--- src/include/omfc_regs.vh ---
// Overview of operation
// [RULE1] With warm-up hold enabled, hold outputs off fifteen minutes from power-on.
// [RULE2] During the hold both transmit and receive outputs stay muted.
// [RULE3] At hold expiry outputs turn on if normal enable conditions hold.
// [RULE4] Clearing the hold option ends a running hold at once.
// [RULE5] Recovery off: a fault mute persists after the fault clears until unmute command.
// [RULE6] Recovery on: output unmutes automatically when its fault clears.
// [RULE7] Fault occurrences counted per type; fifth occurrence clears recovery, output stays muted. A one-cycle fifth fault still auto-unmutes.
// [RULE8] Amplifier feed current source has user on/off setting, default off.
// [RULE9] Calibrate captures feed current; alarm when it leaves configured 20-50 percent window.
// [RULE10] Window value 99 disables detection and is the default.
// [RULE11] Select bit routes window alarm onto summary fault relay; default 0 keeps it off.
// [RULE12] Switch unit starts in automatic mode at power-up.
// [RULE13] Automatic mode: switch unit brings offline unit online when online unit faults.
// [RULE14] Manual mode: switch unit moves transfer switches only on toggle or contact input.
// [RULE15] Redundancy mode data: 1 automatic, 0 manual, forwarded to switch unit.
// [RULE16] Automatic mode toggle switches over only if offline unit is unfaulted.
// [RULE17] Manual mode toggle always switches over.
// [RULE18] Device answers only its unit address, 0001 to 9999, default 0001.
// [RULE19] Link rate selectable 1200 to 38400 baud, default 9600.
// [RULE20] Calendar clock settable; each logged event is stamped with date and time.
// [RULE21] Tx on needs no fault, unmuted, power stage on; Rx needs no fault, unmuted.
// [RULE22] Re-enabling recovery clears the per-fault occurrence counters.
`ifndef OMFC_REGS_VH
`define OMFC_REGS_VH
`define OMFC_HOLD_MINUTES 15
`define OMFC_CLK_HZ 20000000
`define OMFC_TICK_CYCLES (`OMFC_CLK_HZ)
`define OMFC_HOLD_SECONDS (`OMFC_HOLD_MINUTES * 60)
`define OMFC_FAULT_LIMIT 3'd5
`define OMFC_WIN_MIN 7'd20
`define OMFC_WIN_MAX 7'd50
`define OMFC_WIN_OFF 7'd99
`define OMFC_ADDR_MIN 14'd1
`define OMFC_ADDR_MAX 14'd9999
`define OMFC_ADDR_RST 14'd1
`define OMFC_RATE_1200 3'd0
`define OMFC_RATE_38400 3'd5
`define OMFC_RATE_RST 3'd3
`define OMFC_MODE_AUTO 1'b1
`define OMFC_MODE_MANUAL 1'b0
`endif

--- src/omfc_fault_slot.v ---
`timescale 1ns/1ps
`default_nettype none
// ==========================================================
// Per-fault latch and occurrence counter
module omfc_fault_slot (
	input wire clk_sys,
	input wire reset_n,
	input wire fault_raw,
	input wire recovery_on,
	input wire recovery_rearm,
	input wire unmute_cmd,
	output reg latched_q,
	output reg limit_hit_q
);
`include "omfc_regs.vh"
	reg s1_q;
	reg s2_q;
	reg s3_q;
	reg [2:0] count_q;
	wire rise;
	assign rise = s2_q & ~s3_q;
	always @(posedge clk_sys or negedge reset_n) begin
		if (!reset_n) begin
			s1_q <= 1'b0;
			s2_q <= 1'b0;
			s3_q <= 1'b0;
			count_q <= 3'h0;
			latched_q <= 1'b0;
			limit_hit_q <= 1'b0;
		end else begin
			s1_q <= fault_raw;
			s2_q <= s1_q;
			s3_q <= s2_q;
			limit_hit_q <= 1'b0;
			// [RULE22] Rearm clears count
			if (recovery_rearm) begin
				count_q <= 3'h0;
			// [RULE7] Count occurrences
			end else if (rise && count_q != `OMFC_FAULT_LIMIT) begin
				count_q <= count_q + 3'h1;
				if (count_q + 3'h1 == `OMFC_FAULT_LIMIT)
					limit_hit_q <= 1'b1;
			end
			if (s2_q) begin
				latched_q <= 1'b1;
			// [RULE6] Auto unmute on clear
			end else if (recovery_on && !(rise || (count_q == 3'h4 && s2_q))) begin
				latched_q <= 1'b0;
			// [RULE5] Hold until unmute
			end else if (unmute_cmd) begin
				latched_q <= 1'b0;
			end
		end
	end
endmodule // omfc_fault_slot
`default_nettype wire

--- src/omfc_top.v ---
`timescale 1ns/1ps
`default_nettype none
`include "omfc_regs.vh"
module omfc_top #(
	parameter NFAULT = 4,
	parameter HOLD_SECONDS = `OMFC_HOLD_SECONDS,
	parameter TICK_CYCLES = `OMFC_TICK_CYCLES
) (
	input wire clk_sys,
	input wire reset_n,
	input wire cmd_valid,
	input wire [13:0] cmd_address,
	input wire warmup_hold_enable,
	input wire auto_fault_recovery_set,
	input wire auto_fault_recovery_val,
	input wire lna_feed_source_set,
	input wire lna_feed_source_val,
	input wire lna_calibrate,
	input wire lna_window_width_set,
	input wire [6:0] lna_window_width_val,
	input wire lna_alarm_relay_select_set,
	input wire lna_alarm_relay_select_val,
	input wire redundancy_mode_set,
	input wire redundancy_mode_val,
	input wire redundancy_toggle,
	input wire unit_address_set,
	input wire [13:0] unit_address_val,
	input wire link_rate_set,
	input wire [2:0] link_rate_val,
	input wire calendar_date_set,
	input wire [23:0] calendar_date_val,
	input wire clock_hms_set,
	input wire [16:0] clock_hms_val,
	input wire tx_power_stage_set,
	input wire tx_power_stage_val,
	input wire tx_mute_set,
	input wire tx_mute_val,
	input wire rx_mute_set,
	input wire rx_mute_val,
	input wire [NFAULT-1:0] tx_fault_pin,
	input wire [NFAULT-1:0] rx_fault_pin,
	input wire [9:0] lna_current,
	input wire other_fault_pin,
	input wire log_event,
	output reg tx_output_on_q,
	output reg rx_output_on_q,
	output reg tx_output_muted,
	output reg rx_output_muted,
	output reg hold_active_q,
	output reg auto_fault_recovery_q,
	output reg lna_feed_source_on,
	output reg lna_alarm_q,
	output reg summary_fault_q,
	output reg redundancy_mode_q,
	output reg redundancy_toggle_q,
	output reg [13:0] unit_address_q,
	output reg [2:0] link_rate_q,
	output reg [23:0] stamp_date_q,
	output reg [16:0] stamp_hms_q,
	output reg stamp_valid_q
);
	// ==========================================================
	// Synchronisers
	reg whe1_q, whe2_q, ofl1_q, ofl2_q;
	reg [9:0] cur1_q, cur2_q, cur3_q;
	// ==========================================================
	// Command qualification
	wire hit;
	// [RULE18] Address match
	assign hit = cmd_valid && (cmd_address == unit_address_q);
	// ==========================================================
	// Fault slots
	wire [2*NFAULT-1:0] latched;
	wire [2*NFAULT-1:0] limit_hit;
	wire [2*NFAULT-1:0] fault_vec;
	reg rearm_q;
	assign fault_vec = {rx_fault_pin, tx_fault_pin};
	genvar g;
	generate
		for (g = 0; g < 2*NFAULT; g = g + 1) begin : slot
			omfc_fault_slot u_slot (
				.clk_sys(clk_sys),
				.reset_n(reset_n),
				.fault_raw(fault_vec[g]),
				.recovery_on(auto_fault_recovery_q),
				.recovery_rearm(rearm_q),
				.unmute_cmd(hit && (g < NFAULT ? (tx_mute_set && !tx_mute_val)
					: (rx_mute_set && !rx_mute_val))),
				.latched_q(latched[g]),
				.limit_hit_q(limit_hit[g])
			);
		end
	endgenerate
	wire tx_fault;
	wire rx_fault;
	assign tx_fault = |latched[NFAULT-1:0];
	assign rx_fault = |latched[2*NFAULT-1:NFAULT];
	// ==========================================================
	// Warm-up hold timer
	reg [31:0] tick_q;
	reg [15:0] sec_q;
	reg [1:0] power_up_q;
	reg tx_power_q;
	reg [9:0] lna_ref_q;
	reg [6:0] win_q;
	reg relay_sel_q;
	reg [10:0] dev_d;
	reg [16:0] lim_d;
	always @* begin
		dev_d = (cur3_q > lna_ref_q) ? {1'b0, cur3_q - lna_ref_q} : {1'b0, lna_ref_q - cur3_q};
		lim_d = lna_ref_q * win_q;
	end
	always @(posedge clk_sys or negedge reset_n) begin
		if (!reset_n) begin
			whe1_q <= 1'b0;
			whe2_q <= 1'b0;
			ofl1_q <= 1'b0;
			ofl2_q <= 1'b0;
			cur1_q <= 10'h000;
			cur2_q <= 10'h000;
			cur3_q <= 10'h000;
			tick_q <= 32'h0;
			sec_q <= 16'h0;
			power_up_q <= 2'h3;
			hold_active_q <= 1'b0;
			auto_fault_recovery_q <= 1'b0;
			rearm_q <= 1'b0;
			lna_feed_source_on <= 1'b0;
			lna_ref_q <= 10'h000;
			win_q <= `OMFC_WIN_OFF;
			relay_sel_q <= 1'b0;
			lna_alarm_q <= 1'b0;
			summary_fault_q <= 1'b0;
			redundancy_mode_q <= `OMFC_MODE_AUTO;
			redundancy_toggle_q <= 1'b0;
			unit_address_q <= `OMFC_ADDR_RST;
			link_rate_q <= `OMFC_RATE_RST;
			tx_power_q <= 1'b0;
			tx_output_muted <= 1'b1;
			rx_output_muted <= 1'b1;
			tx_output_on_q <= 1'b0;
			rx_output_on_q <= 1'b0;
			stamp_date_q <= 24'h000000;
			stamp_hms_q <= 17'h00000;
			stamp_valid_q <= 1'b0;
		end else begin
			whe1_q <= warmup_hold_enable;
			whe2_q <= whe1_q;
			ofl1_q <= other_fault_pin;
			ofl2_q <= ofl1_q;
			cur1_q <= lna_current;
			cur2_q <= cur1_q;
			// Word taken only when two samples agree
			if (cur2_q == cur1_q)
				cur3_q <= cur2_q;
			// Hold kept until enable synchroniser filled
			power_up_q <= {power_up_q[0], 1'b0};
			// [RULE1] Hold from power-on
			if (power_up_q[1]) begin
				hold_active_q <= 1'b1;
			// [RULE4] Option cleared ends hold
			end else if (!whe2_q) begin
				hold_active_q <= 1'b0;
			end else if (hold_active_q) begin
				if (tick_q == TICK_CYCLES - 1) begin
					tick_q <= 32'h0;
					sec_q <= sec_q + 16'h1;
					// [RULE3] Hold expiry
					if (sec_q == HOLD_SECONDS - 1)
						hold_active_q <= 1'b0;
				end else begin
					tick_q <= tick_q + 32'h1;
				end
			end
			rearm_q <= 1'b0;
			// [RULE7] Limit clears recovery
			if (|limit_hit) begin
				auto_fault_recovery_q <= 1'b0;
			end else if (hit && auto_fault_recovery_set) begin
				auto_fault_recovery_q <= auto_fault_recovery_val;
				// [RULE22] Rearm counters
				rearm_q <= auto_fault_recovery_val && !auto_fault_recovery_q;
			end
			// [RULE8] Feed source switch
			if (hit && lna_feed_source_set)
				lna_feed_source_on <= lna_feed_source_val;
			// [RULE9] Calibrate reference
			if (hit && lna_calibrate)
				lna_ref_q <= cur3_q;
			// [RULE9] Window range
			if (hit && lna_window_width_set && ((lna_window_width_val >= `OMFC_WIN_MIN &&
				lna_window_width_val <= `OMFC_WIN_MAX) || lna_window_width_val == `OMFC_WIN_OFF))
				win_q <= lna_window_width_val;
			// [RULE10] Window off at 99
			lna_alarm_q <= lna_feed_source_on && (win_q != `OMFC_WIN_OFF) &&
				({dev_d, 6'h00} + {1'b0, dev_d, 5'h00} + {4'h0, dev_d, 2'h0} > {1'b0, lim_d});
			if (hit && lna_alarm_relay_select_set)
				relay_sel_q <= lna_alarm_relay_select_val;
			// [RULE11] Relay select
			summary_fault_q <= tx_fault || rx_fault || ofl2_q || (relay_sel_q && lna_alarm_q);
			// [RULE15] Mode forwarded
			if (hit && redundancy_mode_set)
				redundancy_mode_q <= redundancy_mode_val;
			redundancy_toggle_q <= hit && redundancy_toggle;
			// [RULE18] Address range
			if (hit && unit_address_set && unit_address_val >= `OMFC_ADDR_MIN &&
				unit_address_val <= `OMFC_ADDR_MAX)
				unit_address_q <= unit_address_val;
			// [RULE19] Rate select
			if (hit && link_rate_set && link_rate_val <= `OMFC_RATE_38400)
				link_rate_q <= link_rate_val;
			if (hit && tx_power_stage_set)
				tx_power_q <= tx_power_stage_val;
			if (hit && tx_mute_set)
				tx_output_muted <= tx_mute_val;
			if (hit && rx_mute_set)
				rx_output_muted <= rx_mute_val;
			// [RULE21] Output enables
			// [RULE2] Hold mutes both
			tx_output_on_q <= !tx_fault && !tx_output_muted && tx_power_q && !hold_active_q;
			rx_output_on_q <= !rx_fault && !rx_output_muted && !hold_active_q;
			// [RULE20] Event stamping
			if (hit && calendar_date_set)
				stamp_date_q <= calendar_date_val;
			if (hit && clock_hms_set)
				stamp_hms_q <= clock_hms_val;
			stamp_valid_q <= log_event || (|limit_hit) || (lna_alarm_q && !summary_fault_q);
		end
	end
endmodule // omfc_top
`default_nettype wire

--- config.mk ---
export PLATFORM = sky130hd
export DESIGN_NAME = omfc_top
export DESIGN_NICKNAME = d
export VERILOG_FILES = /design/src/omfc_fault_slot.v /design/src/omfc_top.v
export VERILOG_INCLUDE_DIRS = /design/src /design/src/include
export SDC_FILE = /design/constraint.sdc
export NUM_CORES = 1
export LEC_CHECK = 0
export ABC_AREA = 1
export BUFFER_PORTS_ARGS = -buffer_cell sky130_fd_sc_hd__buf_2
export CORE_MARGIN = 2
export CORE_UTILIZATION = 45
export DETAILED_ROUTE_END_ITERATION = 16
export GPL_ROUTABILITY_DRIVEN = 1
export PLACE_DENSITY = 0.67
export SLEW_MARGIN = 20
export SYNTH_ARGS = -nofsm -noshare
export SYNTH_HDL_FRONTEND = slang
export SYNTH_HIERARCHICAL = 1
export SYNTH_SLANG_ARGS = --single-unit
--- constraint.sdc ---
create_clock -name clk_sys -period 6.04 [get_ports clk_sys]
set_clock_uncertainty 0.05 [all_clocks]
set_input_delay 1.812 -clock clk_sys [delete_from_list [all_inputs] [get_ports clk_sys]]
set_output_delay 1.812 -clock clk_sys [all_outputs]
set_load 0.005 [all_outputs]
==> out/metrics.cfg <==
[cts]
clockBufferDepth=3
cts_tree=done
clock_sinks=238
htree_levels=1
clkTransAtPathRegs_ps=70
cts-root-buf=clkbuf_16
cts_buffers=26
clkLatencyLatePin_ps=520

[finish]
stdcell_count=2504
mostFrequentLayoutCells=nand2_1, inv_1, dfrtp_1
final_common_cell=nand2_1
fin_nets=2322
layout-drive-gt1-share_pct=18.1
num-fill-cells=3102
synthToLayoutAreaGrowth_pct=16.6

[routing]
wire_per_inst_um=14.6
drc=0
via_per_inst=4.98
drt_iter0_drc=661
postRouteAntennaNets=0
wirelength_um=36500
routed-via-count=12500
dr.pass1.iters=7

[grt]
antenna_found_initial=1
gr-total-overflow=0
grt_use_total_pct=21.1
grt_pass1_vias=12400
grt_max_degree=112
grt_pass1_wl_um=61500

[worst_setup_path]
start_kind=register
cp_slowest_cell=fa_1
crit_arrival_ps=6050
path_class=reg -> reg
slowest_delay_ps=530
crit_top_cell=inv_1
path_max_fanout=7
required_ps=6440
cp-end-kind=register

[power]
p_per_area_nw_per_um2=363
ir_drop_mv=0.799
power_leakage_nw=9.48

[synthesis]
synth_cell_types=49
ys_seq_elements=238
synth-edff-count=0
syn_area_per_cell_um2=8.17
yosysSeqAreaShare_pct=39.7
syn_area_um2=15100
syn_inst=1842
synthFlopType=dfrtp_1
synth_warnings=6
async_flop_share_pct=100
synth_fp_nets=2123

[place]
placedCellCount=2448
port_buffers=193
place_hpwl_um=28100
gp_congestion=0.908

[sta]
tns_ps=0
fin_crit_sh_pct=93.6
period_needed_ps=5650
worst_pin_slew_ps=886
setup_viol=0
slew_viol_final=0
finalHoldViolCount=0
fmax_mhz=177
slew_headroom_pct=40.9

[floorplan]
io_pins=194
start_util_pct=45.9
die_w_um=187
dieArea_um2=34900
core_area_um2=32800
fp.dieH_um=187
num_rows=66

[run]
cap_violations=0

[run_status]
status=completed

[min_path]
hold_path_class=reg -> reg

metal layers:
metal	global-route usage (%)	vias to the layer above	part of all wire (%)
li1	-	6230	-
met1	28.9	5919	46
met2	35.6	259	48
met3	2.68	51	3.8
met4	5.22	0	1.9
met5	0	-	0
synthesized netlist by cell type (3+ instances only):
| library cell | count | area share [%] |
|---|---|---|
| o21a_1 | 3 | 0.15 |
| nand2_2 | 15 | 0.62 |
| nand2_1 | 440 | 11 |
| inv_2 | 13 | 0.32 |
| nand4_1 | 49 | 2.0 |
| a31oi_1 | 4 | 0.17 |
| o21ai_0 | 78 | 2.6 |
| a21oi_1 | 64 | 2.1 |
| nor2_1 | 107 | 2.7 |
| nor2_2 | 10 | 0.42 |
| xnor2_1 | 19 | 1.1 |
| nand3_2 | 12 | 0.80 |
| nand3_1 | 120 | 4.0 |
| or2_2 | 11 | 0.46 |
| dfrtp_1 | 226 | 38 |
| nor2_4 | 7 | 0.52 |
| clkbuf_2 | 4 | 0.13 |
| o211ai_1 | 3 | 0.15 |
| fa_1 | 46 | 6.1 |
| buf_2 | 10 | 0.33 |
| ha_1 | 111 | 9.2 |
| clkbuf_1 | 25 | 0.62 |
| inv_1 | 311 | 7.8 |
| o21bai_1 | 7 | 0.35 |
| xor2_1 | 53 | 3.1 |
| dfstp_2 | 12 | 2.1 |
| nor3_1 | 26 | 0.86 |
| o21ai_1 | 9 | 0.30 |
| nor4_1 | 22 | 0.91 |
repair_timing:
item | 4_1_cts | 5_1_grt
hold buffers | 0 | 0
endpoints found under the setup margin | 0 | 1
gates resized for setup | 0 | 33
setup buffers | 0 | 7
where the power goes:
group | total (mW) | internal, mW | switching, mW
Sequential | 1.85 | 1.72 | 0.122
Combinational | 2.85 | 1.17 | 1.68
Clock | 1.68 | 1.00 | 0.675
Total | 6.38 | 3.90 | 2.48
state kept, by name, indices dropped and copies added, names as in the netlist, 10 cells and up:
name	count
cur1_q	10
cur2_q	10
sec_q	16
unit_address_q	14
tick_q	32
stamp_date_q	24
slot.u_slot/count_q	24
lna_ref_q	10
stamp_hms_q	17
cur3_q	10
area by class of cell:
type | count | area, um^2 | share of cell area [%]
multi-input cells | 1237 | 7750 | 44.1
flip-flops and latches | 238 | 5980 | 34.1
inverters | 324 | 1220 | 6.93
repair buffers | 214 | 1140 | 6.51
clock buffers | 32 | 734 | 4.18
well taps | 442 | 553 | 3.15
clock inverters | 16 | 179 | 1.02
diodes | 1 | 2.50 | 0.0143
cell families after synthesis:
kind of cell | count (synthesis) | synth area share [%]
simple gates | 829 | 25.0
xor+xnor | 72 | 4.19
fa+ha+maj | 157 | 15.3
buf+inv | 367 | 9.41
mux | 1 | 0.0665
flops | 238 | 39.7
compound gates | 177 | 6.30
other cells | 1 | 0.0249
path summary, 6_finish.rpt:
check,from,end,slack (ps),depth (start not counted)
max,win_q[6],lna_alarm_q,390,28
min in group asynchronous,reset_n,unit_address_q[9],1270,1
min,slot[6].u_slot/s1_q,slot[6].u_slot/s2_q,290,0
max in group asynchronous,reset_n,power_up_q[0],3600,2
max reg2reg,win_q[6],lna_alarm_q,390,28
min reg2reg,slot[6].u_slot/s1_q,slot[6].u_slot/s2_q,290,0
worst max-delay path, delay by kind of cell (launching register included):
kind / cells / cell delay (ps)
fa+ha+maj: 6 / 2770
simple gates: 9 / 1160
compound gates: 4 / 520
buf+inv: 8 / 490
xor+xnor: 1 / 170
flops: 1 / 410
metrics by stage:
step                util (%)  power [mW]  hold WS [ps]  area [um^2]  setup slack [ps]
floorplan                  -        3.91           281        15100               383
finish                  53.6        6.38           295        17600               388
global route            53.6        6.99           307        17600             -8.55
detailed placement      50.3        4.61           288        16500               170
global placement        50.3        4.50           281        16500               303
CTS                     53.1        6.33           297        17400               142
No activity file was read; power rests on OpenSTA's default activity.
